### src/adc_host_defs.svh
// Purpose: timing and width constants for the converter host controller
// Assumes: system clock of 125 MHz (8 ns period)
// Notes: times are kept in ns; cycle counts derive from them
`ifndef ADC_HOST_DEFS_SVH
`define ADC_HOST_DEFS_SVH

`define CLK_PERIOD_NS 8
// track phase before the upper nibble is latched
`define TRACK_TIME_NS 1000
// upper nibble latched to conversion end
`define LOWER_STAGE_NS 600
// least spacing between read cycles in pipelined mode
`define READ_SPACING_NS 2500
// worst-case conversion end wait before the host gives up
`define CONV_TIMEOUT_NS 4000
// least time in ns a strobe must stay low in pipelined mode (cycles round up)
`define STROBE_LOW_NS 200
`define CYC_CEIL(ns) (((ns) + `CLK_PERIOD_NS - 1) / `CLK_PERIOD_NS)
`define READ_SPACING_CYC `CYC_CEIL(`READ_SPACING_NS)
`define STROBE_LOW_CYC `CYC_CEIL(`STROBE_LOW_NS)
`define CONV_TIMEOUT_CYC (`CONV_TIMEOUT_NS / `CLK_PERIOD_NS)
`define COUNT_W 12
`define DATA_W 8
`define CHAN_W 3

`endif

### src/adc_host_pkg.sv
// Purpose: types shared by the converter host controller
// Assumes: nothing beyond the defs header
// Notes: mode values select wait-state or pipelined reads
package adc_host_pkg;
  typedef enum logic {MODE_WAIT, MODE_PIPE} xfer_mode_e;
  typedef enum {ST_IDLE, ST_SELECT, ST_STROBE, ST_WAITEND, ST_RELEASE, ST_GAP} host_state_e;
endpackage

### src/adc_host_ctrl.sv
// Purpose: host controller that drives the half-flash converter over its strobes
// Assumes: converter pins are synchronous to clk_sys; result bus is shared
// Notes: one request starts one read cycle; result of pipelined reads lags one
//
// Summary of operation
// - host uses only chip select and read strobe, both active low
// - read strobe length chooses wait-state or pipelined mode
// - host needs a further read to fetch a pipelined result
// - host spaces pipelined read cycles at least 2.5 us apart
// - conversions need 1 us plus 600 ns; no faster than 2.5 us
`timescale 1ns/1ps
`include "adc_host_defs.svh"
module adc_host_ctrl
  import adc_host_pkg::*;
#(
  parameter int CHAN_W = `CHAN_W,
  parameter int SPACING_CYC = `READ_SPACING_CYC,
  parameter int TIMEOUT_CYC = `CONV_TIMEOUT_CYC
) (
  // clock and reset
  input wire logic clk_sys,
  input wire logic rst_n,
  // user request side
  input wire logic reqValid,
  input wire logic reqMode,
  input wire logic [CHAN_W-1:0] reqChan,
  output logic reqReady,
  output logic rspValid,
  output logic [`DATA_W-1:0] rspData,
  output logic rspTimeout,
  // converter strobes and address
  output logic chipSel_n,
  output logic readStrobe_n,
  output logic [CHAN_W-1:0] chanSel,
  // converter status, ready is open drain as seen by the host
  input wire logic convReady,
  input wire logic convDone_n,
  // converter result bus
  input wire logic [`DATA_W-1:0] resultBus
);
  localparam logic [`COUNT_W-1:0] STROBE_LOAD = `COUNT_W'(`STROBE_LOW_CYC);
  localparam logic [`COUNT_W-1:0] SPACE_LOAD = `COUNT_W'(SPACING_CYC);

  host_state_e state_ff;
  logic mode_ff;
  logic timerLoad;
  logic [`COUNT_W-1:0] timerVal;
  logic timerDone;
  logic [`COUNT_W-1:0] wait_ff;
  logic doneArmed_ff;
  logic waitEnd;

  ////////////////////////////////////////////////////////////////////////////
  // shared timer: strobe width and read spacing
  cycle_timer #(.W(`COUNT_W)) u_timer (
    .clk_sys(clk_sys),
    .rst_n(rst_n),
    .load(timerLoad),
    .loadVal(timerVal),
    .done(timerDone)
  );

  // timer is reloaded on entry to the strobe and gap phases
  always_comb begin
    timerLoad = 1'b0;
    timerVal = STROBE_LOAD;
    if (state_ff == ST_SELECT) begin
      timerLoad = 1'b1;
    end else if (state_ff == ST_RELEASE) begin
      timerLoad = 1'b1;
      timerVal = SPACE_LOAD;
    end
  end

  ////////////////////////////////////////////////////////////////////////////
  // sequencer
  always_ff @(posedge clk_sys) begin
    if (!rst_n) begin
      state_ff <= ST_IDLE;
      mode_ff <= MODE_WAIT;
    end else begin
      case (state_ff)
        ST_IDLE: begin
          if (reqValid) begin
            mode_ff <= reqMode;
            state_ff <= ST_SELECT;
          end
        end
        ST_SELECT: state_ff <= ST_STROBE; // address settles with select, a cycle before the read strobe
        ST_STROBE: begin
          if (mode_ff == MODE_PIPE && timerDone) begin
            state_ff <= ST_RELEASE; // short strobe
          end else if (mode_ff == MODE_WAIT) begin
            state_ff <= ST_WAITEND;
          end
        end
        ST_WAITEND: begin
          // hold read low until ready floats, done falls or the timeout runs out
          if (waitEnd || wait_ff == '0) begin
            state_ff <= ST_RELEASE;
          end
        end
        ST_RELEASE: state_ff <= ST_GAP;
        ST_GAP: begin
          if (timerDone) begin
            state_ff <= ST_IDLE;
          end
        end
        default: state_ff <= ST_IDLE;
      endcase
    end
  end

  // conversion timeout guard in wait-state mode
  always_ff @(posedge clk_sys) begin
    if (!rst_n) begin
      wait_ff <= '0;
    end else if (state_ff == ST_STROBE) begin
      wait_ff <= `COUNT_W'(TIMEOUT_CYC);
    end else if (state_ff == ST_WAITEND && wait_ff != '0) begin
      wait_ff <= wait_ff - 1'b1;
    end
  end

  // a done flag still low from an earlier read must not end a new wait;
  // only a low that follows a high seen since the strobe counts
  always_ff @(posedge clk_sys) begin
    if (!rst_n) begin
      doneArmed_ff <= 1'b0;
    end else if (state_ff == ST_STROBE) begin
      doneArmed_ff <= convDone_n;
    end else if (convDone_n) begin
      doneArmed_ff <= 1'b1;
    end
  end

  // ready floating is trusted at once, done low only once armed
  assign waitEnd = convReady || (doneArmed_ff && !convDone_n);

  ////////////////////////////////////////////////////////////////////////////
  // strobes and address, both active low, nothing else drives the converter
  always_ff @(posedge clk_sys) begin
    if (!rst_n) begin
      chipSel_n <= 1'b1;
      readStrobe_n <= 1'b1;
      chanSel <= '0;
    end else begin
      if (state_ff == ST_IDLE && reqValid) begin
        chanSel <= reqChan;
        chipSel_n <= 1'b0;
      end
      if (state_ff == ST_SELECT) begin
        readStrobe_n <= 1'b0;
      end
      if (state_ff == ST_RELEASE) begin
        chipSel_n <= 1'b1;
        readStrobe_n <= 1'b1;
      end
    end
  end

  ////////////////////////////////////////////////////////////////////////////
  // result capture: bus is valid only while both strobes low
  always_ff @(posedge clk_sys) begin
    if (!rst_n) begin
      rspValid <= 1'b0;
      rspData <= '0;
      rspTimeout <= 1'b0;
    end else begin
      rspValid <= 1'b0;
      rspTimeout <= 1'b0;
      if (state_ff == ST_WAITEND && waitEnd) begin
        rspValid <= 1'b1;
        rspData <= resultBus;
      end else if (state_ff == ST_WAITEND && wait_ff == '0) begin
        rspTimeout <= 1'b1; // no end seen, give up rather than hang
      end else if (state_ff == ST_STROBE && mode_ff == MODE_PIPE && timerDone) begin
        rspValid <= 1'b1;
        rspData <= resultBus; // previous result
      end
    end
  end

  // ready to take a request only when idle
  always_ff @(posedge clk_sys) begin
    if (!rst_n) begin
      reqReady <= 1'b0;
    end else begin
      reqReady <= (state_ff == ST_IDLE && !reqValid) || (state_ff == ST_GAP && timerDone);
    end
  end

  ////////////////////////////////////////////////////////////////////////////
  // checks
  chk_strobe_pair: assert property (@(posedge clk_sys) disable iff (!rst_n)
    !readStrobe_n |-> !chipSel_n) else $error("read low without select");
  chk_addr_stable: assert property (@(posedge clk_sys) disable iff (!rst_n)
    !chipSel_n |=> $stable(chanSel) || $rose(chipSel_n)) else $error("address moved");
  chk_read_spacing: assert property (@(posedge clk_sys) disable iff (!rst_n)
    $rose(chipSel_n) |-> chipSel_n [*8]) else $error("reads too close");
  chk_gap_hold: assert property (@(posedge clk_sys) disable iff (!rst_n)
    state_ff == ST_GAP && !timerDone |=> chipSel_n) else $error("select in gap");
  chk_select_lead: assert property (@(posedge clk_sys) disable iff (!rst_n)
    $fell(readStrobe_n) |-> $past(!chipSel_n)) else $error("select must lead");
  chk_pipe_resp: assert property (@(posedge clk_sys) disable iff (!rst_n)
    rspValid && mode_ff == MODE_PIPE |=> chipSel_n) else $error("pipe read not ended");
  chk_wait_resp: assert property (@(posedge clk_sys) disable iff (!rst_n)
    state_ff == ST_WAITEND && doneArmed_ff && !convDone_n |=> rspValid)
    else $error("result missed");
  chk_ready_end: assert property (@(posedge clk_sys) disable iff (!rst_n)
    state_ff == ST_WAITEND && convReady |=> rspValid) else $error("ready end missed");
  chk_release_both: assert property (@(posedge clk_sys) disable iff (!rst_n)
    state_ff == ST_RELEASE |=> chipSel_n && readStrobe_n) else $error("strobes held");
endmodule

### src/cycle_timer.sv
// Purpose: down-counter used for strobe width and read spacing
// Assumes: load pulses are synchronous to clk_sys
// Notes: done is high while the count is zero
`timescale 1ns/1ps
module cycle_timer #(
  parameter int W = 12
) (
  // clock and reset
  input wire logic clk_sys,
  input wire logic rst_n,
  // control
  input wire logic load,
  input wire logic [W-1:0] loadVal,
  // status
  output logic done
);
  logic [W-1:0] count_ff;

  // load takes priority over counting down
  always_ff @(posedge clk_sys) begin
    if (!rst_n) begin
      count_ff <= '0;
    end else if (load) begin
      count_ff <= loadVal;
    end else if (count_ff != '0) begin
      count_ff <= count_ff - 1'b1;
    end
  end

  assign done = (count_ff == '0);
endmodule

### config.mk
export PLATFORM = sky130hd
export DESIGN_NAME = adc_host_ctrl
export DESIGN_NICKNAME = d
export VERILOG_FILES = /design/src/adc_host_pkg.sv /design/src/adc_host_ctrl.sv /design/src/cycle_timer.sv
export VERILOG_INCLUDE_DIRS = /design/src /design/src/src
export SDC_FILE = /design/constraint.sdc
export NUM_CORES = 1
export LEC_CHECK = 0
export ABC_AREA = 1
export ABC_CLOCK_PERIOD_IN_PS = 3300
export BUFFER_PORTS_ARGS = -buffer_cell sky130_fd_sc_hd__buf_2
export CELL_PAD_IN_SITES_DETAIL_PLACEMENT = 1
export CELL_PAD_IN_SITES_GLOBAL_PLACEMENT = 1
export CORE_ASPECT_RATIO = 1.1
export CORE_MARGIN = 8
export CORE_UTILIZATION = 45
export CTS_BUF_LIST = sky130_fd_sc_hd__clkbuf_8
export DETAILED_ROUTE_END_ITERATION = 6
export GPL_ROUTABILITY_DRIVEN = 0
export PLACE_DENSITY = 0.85
export SLEW_MARGIN = 30
export SYNTH_ARGS = -nofsm -noshare
export SYNTH_HDL_FRONTEND = slang
export SYNTH_SLANG_ARGS = --single-unit
### constraint.sdc
create_clock -name clk_sys -period 3.3 [get_ports clk_sys]
set_clock_uncertainty 0.15 [all_clocks]
set_input_delay 0.66 -clock clk_sys [delete_from_list [all_inputs] [get_ports clk_sys]]
set_output_delay 0.66 -clock clk_sys [all_outputs]
set_load 0.02 [all_outputs]
==> summary by stage, run 1 <==
Run status
The flow ran to the end, and the final reports show no timing, DRC or antenna violations.

Synth
The largest total area in the synthesized netlist belongs to dfxtp_1. The mapped netlist covers 2300 um^2. During synthesis, Yosys emitted a total of 0 warnings. For this run, the leading register cell type out of synthesis is dfxtp_1. The synthesized netlist net count is 354. In this run, synthesis produced a sequential element count of 45. The share of the synthesized area in compound gates (AO/OA/AOI/OAI) is 0.106. Of the total synthesized cell area, the portion taken by full adders, half adders and majority gates is 0.0217. The multiplexer area fraction after synthesis is 0. The share of synthesized area in the top cell type comes to 0.391. Dividing the synthesized area by the synthesized cell count gives 6.91 um^2. The share of synthesized cell area in and, or, nand and nor gates is 0.361. For this run, asynchronously set or reset flops after synthesis account for 0. The post-synthesis xor/xnor area fraction is 0.0342.

Counting every instance in the synthesized netlist gives 333. The fraction of the yosys area taken by sequential cells is 0.391. The main combinational cell family by area after synthesis is simple AND/OR/NAND/NOR gates. Ranked by total cell area, the synthesized netlist is headed by dfxtp_1 (39%), nor2_1 (12%), nand2_1 (11%), inv_1 (5.7%), nand3_1 (4.6%). The number of flops mapped to enable cells by yosys is 0. The netlist uses 36 different library cells.

Pwr
Of the total power, the share spent switching nets is 0.464. The part of the total power dissipated in sequential elements is 0.320. In this run the static leakage power is 1.30 nW. The switching power is 1.20 mW. The power per unit of standard cell area is 990 nW/um^2. Of the total power, combinational logic draws 0.518. Across the VDD grid, the largest voltage drop is 0.412 mV. The internal portion of the total power is 1.38 mW.

The part of the power in the clock network is 0.162.

Clocking
The total CTS buffers is 5. The sink count of the clock tree is 45. The longest clock path from root to sink contains 2 buffers. The number of buffers added to fix hold violations after cts is 0. The count of cells resized by post-cts repair is 0.

After clock tree synthesis, the clock-pin slew on the worst setup and hold paths is 90 ps. The H-tree was split into 2 levels. The cell sitting at the root of the clock tree is a clkbuf_8. In this run the post-CTS setup repair buffer count came out at 0. The clock tree from TritonCTS is built.

At the later pin of the worst-skew pair, clock insertion delay measures 300 ps.

Layout
Relative to the synthesized area, the layout overhead comes to 13.2%. The antenna diode instance count is 0. Across the whole layout, storage elements account for 901 um^2.

The proportion of layout cells with a drive suffix above 1 is 0.166. The finished layout holds 426 standard cells, fillers aside. The area of all placed cells without fillers is 2610 um^2. The layout has 670 filler cells. The multi-input combinational cells in the finished layout cover a total of 1200 um^2. At the end of the flow, the number of nets in the layout was 388.

Global routing
The via count of the first global-routing pass is 2268. The first-pass GRT wire length is 9910 um. The global-route congestion overflow total is 0.

The total global routing track utilization is 0.155. The maximum number of pins on one net before global-route repair is 19. The initial antenna violation count is 0.

Floorplanning
Pin placement for this block handled 33 I/O pins. The initialized floorplan defines 27 standard-cell rows. The initial utilization of the core area, before any placement, comes to 0.464. The floorplan step defined a core boundary enclosing 4970 um^2. The floorplan step defined a die boundary enclosing 7660 um^2. The width of the die is 84.2 um.

The die boundary height is 91.0 um.

STA
The setup violation total in the final timing report is 0. Dividing the final minimum period by the clock period gives 0.589. The peak clock frequency supported by timing is 514 MHz. The routed design could run at a clock period as short as 1940 ps. Setup repair after global routing left no endpoint under its margin.

The final hold violation count is 0. The total count of max-transition violations in the final report is 0. The final total negative setup slack is 0 ps. Measured against its own limit, the worst slew margin works out to 0.710. At the pin with the least slew margin, the transition time is 434 ps.

Setup path
The category of the critical setup timing path is reg2reg. Traced cell by cell, the critical path runs through inv_2 > nand3_1 > inv_1 > nand4_1 > nand2_2 > inv_2 > nor2_1 > nor2_1. STA puts the critical path data arrival time at 2000 ps.

The worst register-to-register path begins at state_ff[2]$_SDFFE_PN0P_. The slowest library cell on the worst path is dfxtp_1. The kind of end point of the critical path is a register.

For the worst setup path, the data required time is 3350 ps. The critical path startpoint category is a register. The worst-case reg-to-reg path depth is 8.

The origin of the worst setup path is state_ff[2]$_SDFFE_PN0P_. Of all nets on the critical path, the largest fanout is 12. In this design, the stage delay of the slowest critical-path cell is 370 ps.

Routing
The number of DRC markers after the initial detailed-route iteration is 60. The routed via count is 2162. The number of antenna-violating nets in the routed design is 0. The ratio of routed vias to standard cells is 5.08.

Dividing the detail-routed wire length by the instance count gives 13.7 um. Before antenna repair, the detailed router went through 4 iterations. The wire length after detailed routing is 5830 um. For this run, design rule violations remaining after detail routing come to 0.

Place
In this run the tool buffered the top-level ports with 32 buffer cells. Once placement finished, the instance area stood at 2490 um^2. The detailed-placement wirelength estimate is 4550 um. The count of placed standard cells including taps is 418.

Hold path
The cell depth of the worst min-delay path is 1. The worst hold-check path type is reg2reg. The worst hold path begins at u_timer.count_ff[2]$_SDFFE_PN0P_.

Job
The number of max-cap violations is 0.
[per-stage QoR]
| stage | utilization | hold WS, ps | power (mW) | setup WS [ps] |
|---|---|---|---|---|
| 4_1_cts | 0.525 | 310 | 2.62 | 1350 |
| 5_1_grt | 0.525 | 342 | 2.83 | 1180 |
| 6_report | 0.525 | 307 | 2.58 | 1360 |
| 3_3_place_gp | 0.502 | 275 | 2.13 | 1400 |
| 3_5_place_dp | 0.502 | 291 | 2.19 | 1330 |
| 2_1_floorplan | - | 275 | 1.87 | 1650 |
[cell usage in the layout, fill, tap and decap left out, types with 2 or more instances in the layout]
| cell type | count |
|---|---|
| xor2_1 | 6 |
| xnor2_1 | 3 |
| o21ai_0 | 16 |
| ha_1 | 4 |
| o21bai_1 | 2 |
| nand2_1 | 66 |
| nand2_2 | 3 |
| inv_2 | 4 |
| a21oi_1 | 18 |
| nor2_1 | 73 |
| inv_1 | 36 |
| buf_2 | 32 |
| nor2_2 | 4 |
| nor3_1 | 3 |
| o21ai_1 | 2 |
| dfxtp_1 | 45 |
| nand3_1 | 21 |
| clkbuf_8 | 5 |
| nand4_1 | 6 |
| a21oi_2 | 3 |
[metal layers]
metal / vias to the layer above / part of all wire / track usage / wire length [um]
met5: - / 0 / 0 / 0
met4: 0 / 0.013 / 0.0519 / 73
met3: 7 / 0.028 / 0.0349 / 163
met2: 20 / 0.54 / 0.297 / 3140
met1: 1016 / 0.42 / 0.158 / 2460
li1: 1119 / - / - / -
[area by class of cell]
type	instances	share of cell area
Multi-Input combinational cell	242	0.462
Clock buffer	5	0.0264
Inverter	41	0.0600
Tap cell	58	0.0278
Timing Repair Buffer	32	0.0614
Sequential cell	45	0.346
Clock inverter	3	0.0163
[synth_stat cells (2+ instances only)]
library cell  count
a21oi_1          18
nand3_1          21
o21bai_1          2
nor2_1           73
clkbuf_1          2
xor2_1            6
nor3_1            3
o21ai_0          16
dfxtp_1          45
xnor2_1           3
nand2_1          66
nand4_1           6
nand2_2           3
a21oi_2           3
inv_1            35
o21ai_1           2
ha_1              4
nor2_2            4
inv_2             4
[power by group through the flow]
stage          Sequential, mW  Clock [mW]  Combinational (mW)
2_1_floorplan           0.848           0                1.02
3_3_place_gp            0.832           0                1.30
3_5_place_dp            0.840           0                1.35
4_1_cts                 0.828       0.431                1.36
5_1_grt                 0.847       0.449                1.54
6_report                0.826       0.419                1.34
[final timing paths]
check / end / slack (ps)
worst max-delay path: rspData[7]$_SDFFE_PN0P_ / 1360
worst min-delay path: u_timer.count_ff[2]$_SDFFE_PN0P_ / 310
worst max register to register: rspData[7]$_SDFFE_PN0P_ / 1360
worst min register to register: u_timer.count_ff[2]$_SDFFE_PN0P_ / 310
[worst max-delay path: cells and delay by family, from the launching register on]
kind          cells  cell delay (ps)
buf+inv           3              480
flops             1              370
simple gates      5              850
[state kept, by name (all words and copies together) (netlist names)]
register          count
chanSel               3
chipSel_n             1
doneArmed_ff          1
mode_ff               1
readStrobe_n          1
reqReady              1
rspData               8
rspTimeout            1
rspValid              1
state_ff              3
u_timer.count_ff     12
wait_ff              12
[kinds of logic after synthesis]
group,count (synthesis)
adders and majority gates,4
buffers and inverters,46
DFF,45
AOI/OAI and AO/OA,44
xor gates and xnor gates,9
and+or+nand+nor,185
No activity file was read; power rests on OpenSTA's default activity.
==> run 2: changes to the inputs <==
Settings changed: ABC_AREA 1 to 0, ABC_CLOCK_PERIOD_IN_PS 3300 to 1700, CORE_UTILIZATION 45 to 40, PLACE_DENSITY 0.85 to 0.76.
Clock period 3.3 ns to 1.7 ns, I/O delays scaled along.
==> summary by stage, run 2 <==
Run status
Result of the run: finished with violations (was finished clean). The checks that failed: negative setup slack.

Routing
The routed via count was 2023 (was 2162). The number of antenna-violating nets in the routed design is 0 (unchanged). The average routed wire per standard cell is 16.2 um (was 13.7 um). The iteration count of the initial detailed-routing pass was 4 (unchanged). The DRC violation count after routing was 0 (unchanged). The ratio of routed vias to standard cells came to 5.13 (was 5.08). The wire length after detailed routing is 6400 um (was 5830 um). The number of DRC markers after the initial detailed-route iteration is 53 (was 60).

Place
The number of port buffers came to 32 (unchanged). The count of placed standard cells including taps is 380 (was 418). The detailed-placement wirelength estimate was 4520 um (was 4550 um).

Floorplanning
The die boundary height came to 93.5 um (was 91.0 um). The effective utilization at floorplan came to 0.410 (was 0.464). The row count is 28 (was 27). The width of the die is 86.5 um (was 84.2 um). The count of pins on the block boundary is 33 (unchanged).

The area enclosed by the die boundary came to 8090 um^2 (was 7660 um^2). The area of the core came to 5330 um^2 (was 4970 um^2).

Clocking
The clock slew at the register clock pins of the worst setup and hold paths is 90 ps (about the same). The clock tree from TritonCTS is built (unchanged). The H-tree depth reported by CTS is 2 (unchanged). The root cell of the clock tree is clkbuf_8 (unchanged). The sink count of the clock tree came to 45 (unchanged). The clock latency on the worst-skew pair is 310 ps (was 300 ps). The buffer depth of the longest clock path was 2 (unchanged). The total CTS buffers came to 5 (unchanged).

Layout
The number of nets in the finished design is 339 (was 388). The filler cell count in the final layout came to 632 (was 670). The proportion of layout cells with a drive suffix above 1 was 0.436 (was 0.166). The most common library cell in the layout ignoring fill and taps is buf_4 (was nor2_1). The antenna diode instance count is 0 (unchanged). The multi-input gate area in the final layout is 1430 um^2 (was 1200 um^2). Commonest non-fill, non-tap cells in the layout: buf_4 (40), dfxtp_1 (37), buf_2 (32) (was nor2_1 (73), nand2_1 (66), dfxtp_1 (45)). The area added between synthesis and finish was 41.6% (was 13.2%). The post-layout instance count excluding filler cells was 394 (was 426). The sequential standard cell area is 911 um^2 (was 901 um^2).

Registers with the highest flip-flop counts: u_timer.count_ff: 12 flops, wait_ff: 12 flops, rspData: 8 flops (unchanged).

STA
The final critical-path share of the clock period is 1.04 (was 0.589). The final total negative setup slack was -383 ps (was 0 ps). The final worst setup slack is -71.9 ps (was 1360 ps). Setup repair after global routing missed its margin: yes (was no). The tightest slew margin relative to the limit was 0.769 (was 0.710).

The minimum clock period is 1770 ps (was 1940 ps). The transition time of the tightest slew-check pin is 344 ps (was 434 ps). The total count of max-transition violations in the final report is 0 (unchanged). The setup violation total in the final timing report is 14 (was 0).

The peak clock frequency supported by timing is 564 MHz (was 514 MHz). The final hold violation count is 0 (unchanged).

Pwr
The maximum VDD drop is 0.597 mV (was 0.412 mV). The power per unit of standard cell area is 1600 nW/um^2 (was 990 nW/um^2). The total chip power is 4.96 mW (was 2.58 mW). The total leakage power was 1.24 nW (was 1.30 nW).

Synth
The mean cell area of the mapped netlist is 8.81 um^2 (was 6.91 um^2). The cell count after synthesis is 248 (was 333). Main area contributors after synthesis: dfxtp_1 (41%), xnor2_1 (4.8%), nor2_1 (4.5%), nand3_1 (3.9%), nand2_1 (3.8%) (was dfxtp_1 (39%), nor2_1 (12%), nand2_1 (11%), inv_1 (5.7%), nand3_1 (4.6%)).

Most common library cells after synthesis: dfxtp_1 (45), nor2_1 (26), nand2_1 (22) (was nor2_1 (73), nand2_1 (66), dfxtp_1 (45)). The dominant register cell in the synthesized netlist is dfxtp_1 (unchanged). The number of warnings reported in the yosys synthesis log is 0 (unchanged). The synthesized netlist net count is 269 (was 354). The post-synthesis cell type with the largest combined area is dfxtp_1 (unchanged).

The number of distinct library cell variants in the gate-level netlist after synthesis is 47 (was 36). The synthesized area is 2190 um^2 (was 2300 um^2). The area share of the largest cell type after synthesis is 0.412 (was 0.391). The cell with the most instances after synthesis is dfxtp_1 (was nor2_1). The fraction of the yosys area taken by sequential cells came to 0.412 (was 0.391). The flip-flop and latch count after synthesis came to 45 (unchanged). The async set-or-reset flop fraction in the synthesized netlist came to 0 (unchanged). The number of flops mapped to enable cells by yosys was 0 (unchanged).

Global routing
The total global routing track utilization is 0.159 (was 0.155). The global-route congestion overflow total is 0 (unchanged). The via count of the first global-routing pass is 2158 (was 2268). The maximum number of pins on one net before global-route repair is 22 (was 19). The initial antenna violation count is 0 (unchanged). The first-pass GRT wire length came to 10200 um (was 9910 um).

Setup path
The startpoint of the worst-slack reg-to-reg timing path is u_timer.count_ff[3]$_SDFFE_PN0P_ (was state_ff[2]$_SDFFE_PN0P_). The critical-path maximum fanout was 3 (was 12). The kind of end point of the critical path is a register (unchanged). The category of the critical setup timing path is reg2reg (unchanged).

The critical path startpoint category is a register (unchanged). The origin of the worst setup path is u_timer.count_ff[3]$_SDFFE_PN0P_ (was state_ff[2]$_SDFFE_PN0P_). The critical path data required time is 1740 ps (was 3350 ps). The data arrival time of the critical path is 1810 ps (was 2000 ps).

Hold path
The startpoint of the most critical hold path is resultBus[0] (was u_timer.count_ff[2]$_SDFFE_PN0P_). The worst hold-check path type is in2reg (was reg2reg).

Job
The number of max-cap violations came to 0 (unchanged).
-- run 2: path summary, 6_finish.rpt --
kind	endpoint	slack, ps	cells past startpoint
worst max-delay path	u_timer.count_ff[11]$_SDFFE_PN0P_	-70	5
worst min-delay path	rspData[0]$_SDFFE_PN0P_	110	3
worst max register to register	u_timer.count_ff[11]$_SDFFE_PN0P_	-70	5
worst min register to register	rspData[0]$_SDFFE_PN0P_	310	2
-- run 2: area by class of cell --
class / instances / share of cell area
Tap cell: 75 / 0.0303
Clock buffer: 5 / 0.0222
Timing Repair Buffer: 76 / 0.166
Multi-Input combinational cell: 182 / 0.463
Sequential cell: 45 / 0.294
Clock inverter: 3 / 0.0137
Inverter: 8 / 0.00970
-- run 2: per-layer routing --
metal,global-route usage,part of all wire,up-vias
li1,-,-,997
met1,0.166,0.39,1000
met2,0.293,0.57,17
met3,0.0368,0.022,9
met4,0.0733,0.018,0
met5,0,0,-
-- run 2: cell families (layout without fill, tap and decap cells) --
kind of cell	Yosys count	after routing	share of synthesized area
muxes	5	5	0.0229
AOI/OAI and AO/OA	46	46	0.141
DFF	45	45	0.412
buffers and inverters	21	92	0.0429
xor gates and xnor gates	20	20	0.0801
adders and majority gates	4	4	0.0229
and+or+nand+nor	107	107	0.278
-- run 2: stage by stage --
stage,util,setup WS (ps),hold WS (ps),cell area [um^2]
finish,0.581,-71.9,107,3090
floorplan,-,-87.7,323,2250
detailed placement,0.513,-86.9,299,2730
CTS,0.551,-84.0,99.8,2930
global placement,0.513,-39.8,285,2730
global route,0.581,-167,119,3090
-- run 2: power breakdown --
part	internal (mW)	switching, mW	total [mW]
registers	1.26	0.205	1.46
clock network	0.435	0.376	0.811
logic	1.35	1.33	2.68
total	3.05	1.91	4.96
-- run 2: worst max-delay path: stages, from the launching register on --
cell and delay, ps:
dfxtp_2 330, or4_4 580, a311oi_4 260, nand3b_1 120, xor2_1 160, nor2_1 50
-- run 2: repair_timing --
item                       4_1_cts  5_1_grt
pin swaps                       13       21
hold buffers                     0        0
buffers inserted                 3        3
resized for setup               15       34
setup endpoints to repair       17       39
==> run 3: changes to the inputs <==
Settings changed: ABC_AREA 0 to 1, CORE_UTILIZATION 40 to 38, CTS_CLUSTER_SIZE set to 25.
==> summary by stage, run 3 (synthesis results as in run 1) <==
Clocking
The total CTS buffers is 5 (unchanged). The number of buffers added to fix hold violations after cts is 0 (unchanged). The H-tree depth reported by CTS is 2 (unchanged). The sink count of the clock tree was 45 (unchanged). The clock slew at the register clock pins of the worst setup and hold paths is 90 ps (about the same).

The root cell of the clock tree was clkbuf_8 (unchanged). The clock latency on the worst-skew pair is 300 ps (was 310 ps). The buffer depth of the longest clock path is 2 (unchanged). The clock tree from TritonCTS was built (unchanged).

STA
The tightest slew margin relative to the limit is 0.766 (was 0.769). The setup violation total in the final timing report came to 0 (was 14). The final total negative setup slack is 0 ps (was -383 ps). The total count of max-transition violations in the final report came to 0 (unchanged). The minimum clock period is 1620 ps (was 1770 ps).

The peak clock frequency supported by timing was 615 MHz (was 564 MHz). Setup repair after global routing missed its margin: yes (unchanged). The transition time of the tightest slew-check pin is 350 ps (was 344 ps). The final hold violation count came to 0 (unchanged). The final critical-path share of the clock period is 0.956 (was 1.04). The final worst setup slack is 75.1 ps (was -71.9 ps).

Setup path
Critical-path cell list: inv_2 > buf_4 > ha_4 > nand2_1 > xor2_1 > o21ai_0 > a21oi_1 > nor2_1 (was or4_4 > a311oi_4 > nand3b_1 > xor2_1 > nor2_1). The slowest library cell on the worst path is dfxtp_2 (was or4_4). The critical-path maximum fanout is 5 (was 3). The data arrival time of the critical path is 1660 ps (was 1810 ps). The largest stage delay on the critical path was 340 ps (was 580 ps).

The number of buffer and inverter stages on the critical path came to 2 (was 0). The cell family contributing the most delay on the critical path is flip-flops (was simple AND/OR/NAND/NOR gates). The critical path startpoint category is a register (unchanged). The critical path data required time came to 1730 ps (was 1740 ps). The category of the critical setup timing path is reg2reg (unchanged). The kind of end point of the critical path is a register (unchanged).

Pwr
The total leakage power is 1.42 nW (was 1.24 nW). The power per unit of standard cell area is 1870 nW/um^2 (was 1600 nW/um^2). The maximum VDD drop is 0.848 mV (was 0.597 mV).

Routing
The iteration count of the initial detailed-routing pass was 4 (unchanged). The routed via count is 2224 (was 2023). The average routed wire per standard cell is 13.5 um (was 16.2 um).

The number of DRC markers after the initial detailed-route iteration was 66 (was 53). The number of antenna-violating nets in the routed design is 0 (unchanged). The ratio of routed vias to standard cells is 4.76 (was 5.13). The wire length after detailed routing was 6320 um (was 6400 um). The DRC violation count after routing was 0 (unchanged).

Layout
Registers with the highest flip-flop counts: u_timer.count_ff: 12 flops, wait_ff: 12 flops, rspData: 8 flops (unchanged). The proportion of layout cells with a drive suffix above 1 came to 0.315 (was 0.436). The post-layout instance count excluding filler cells is 467 (was 394). The sequential standard cell area is 911 um^2 (unchanged). The multi-input gate area in the final layout is 1350 um^2 (was 1430 um^2). The area added between synthesis and finish is 27.8% (was 41.6%). The number of nets in the finished design is 410 (was 339). Commonest non-fill, non-tap cells in the layout: nor2_1 (61), nand2_1 (60), dfxtp_1 (37) (was buf_4 (40), dfxtp_1 (37), buf_2 (32)). The most common library cell in the layout ignoring fill and taps is nor2_1 (was buf_4). The antenna diode instance count is 0 (unchanged).

The filler cell count in the final layout is 794 (was 632).

Floorplanning
The area enclosed by the die boundary is 8810 um^2 (was 8090 um^2). The row count is 29 (was 28). The area of the core is 5810 um^2 (was 5330 um^2). The die boundary height came to 97.6 um (was 93.5 um). The effective utilization at floorplan is 0.397 (was 0.410). The width of the die is 90.2 um (was 86.5 um).

The count of pins on the block boundary came to 33 (unchanged).

Global routing
The initial antenna violation count is 0 (unchanged). The total global routing track utilization is 0.141 (was 0.159). The maximum number of pins on one net before global-route repair came to 18 (was 22). The via count of the first global-routing pass is 2313 (was 2158). The global-route congestion overflow total is 0 (unchanged). The first-pass GRT wire length was 10400 um (was 10200 um).

Job
The number of max-cap violations is 0 (unchanged).

Place
The count of placed standard cells including taps is 452 (was 380). The number of port buffers is 32 (unchanged). The worst slack after detailed placement is -70.9 ps (was -86.9 ps).

The detailed-placement wirelength estimate is 4640 um (was 4520 um).

Hold path
The worst hold-check path type is in2reg (unchanged).

Run status
Result of the run: finished clean (was finished with violations).
-- run 3: layout make-up --
type,count,share of cell area
repair buffers,54,0.115
well taps,77,0.0327
clock buffers,5,0.0234
multi-input cells,242,0.458
clock inverters,3,0.00595
inverters,41,0.0557
flip-flops and latches,45,0.310
-- run 3: worst min-delay path: stages --
cell and delay [ps]:
buf_2 70, nor2_1 30, nor2_1 60
-- run 3: final timing paths --
| path | from | endpoint | cells after the start | slack, ps |
|---|---|---|---|---|
| max | wait_ff[0]$_SDFFE_PP0P_ | wait_ff[4]$_SDFFE_PN0P_ | 8 | 80 |
| min | resultBus[2] | rspData[2]$_SDFFE_PN0P_ | 3 | 90 |
| max reg2reg | wait_ff[0]$_SDFFE_PP0P_ | wait_ff[4]$_SDFFE_PN0P_ | 8 | 80 |
| min reg2reg | chipSel_n$_SDFFE_PP1P_ | chipSel_n$_SDFFE_PP1P_ | 2 | 300 |
-- run 3: metrics by stage --
stage | hold slack, ps | instance area (um^2) | utilization | power, mW
detailed placement | 283 | 2630 | 0.453 | 4.41
CTS | 99.3 | 2750 | 0.473 | 5.12
finish | 94.2 | 2940 | 0.507 | 5.50
global route | 120 | 2940 | 0.507 | 6.00
floorplan | 275 | 2300 | - | 3.63
global placement | 279 | 2630 | 0.453 | 4.33
-- run 3: repair_timing --
item                       CTS  global route
pin swaps                    1            15
gates resized for setup      3            52
setup endpoints to repair   11            33
setup buffers                1             6
-- run 3: metal layers --
layer / GRT usage / routed length, um / up-vias
met2: 0.252 / 3290 / 30
met5: 0 / 0 / -
li1: - / - / 1164
met1: 0.159 / 2750 / 1022
met3: 0.0355 / 206 / 8
met4: 0.0462 / 80 / 0
-- run 3: where the power goes --
group	leakage, nW	switching (mW)	total (mW)	internal [mW]
logic	1.00	1.96	3.20	1.24
registers	0.371	0.290	1.65	1.36
clock network	0.0439	0.365	0.649	0.284
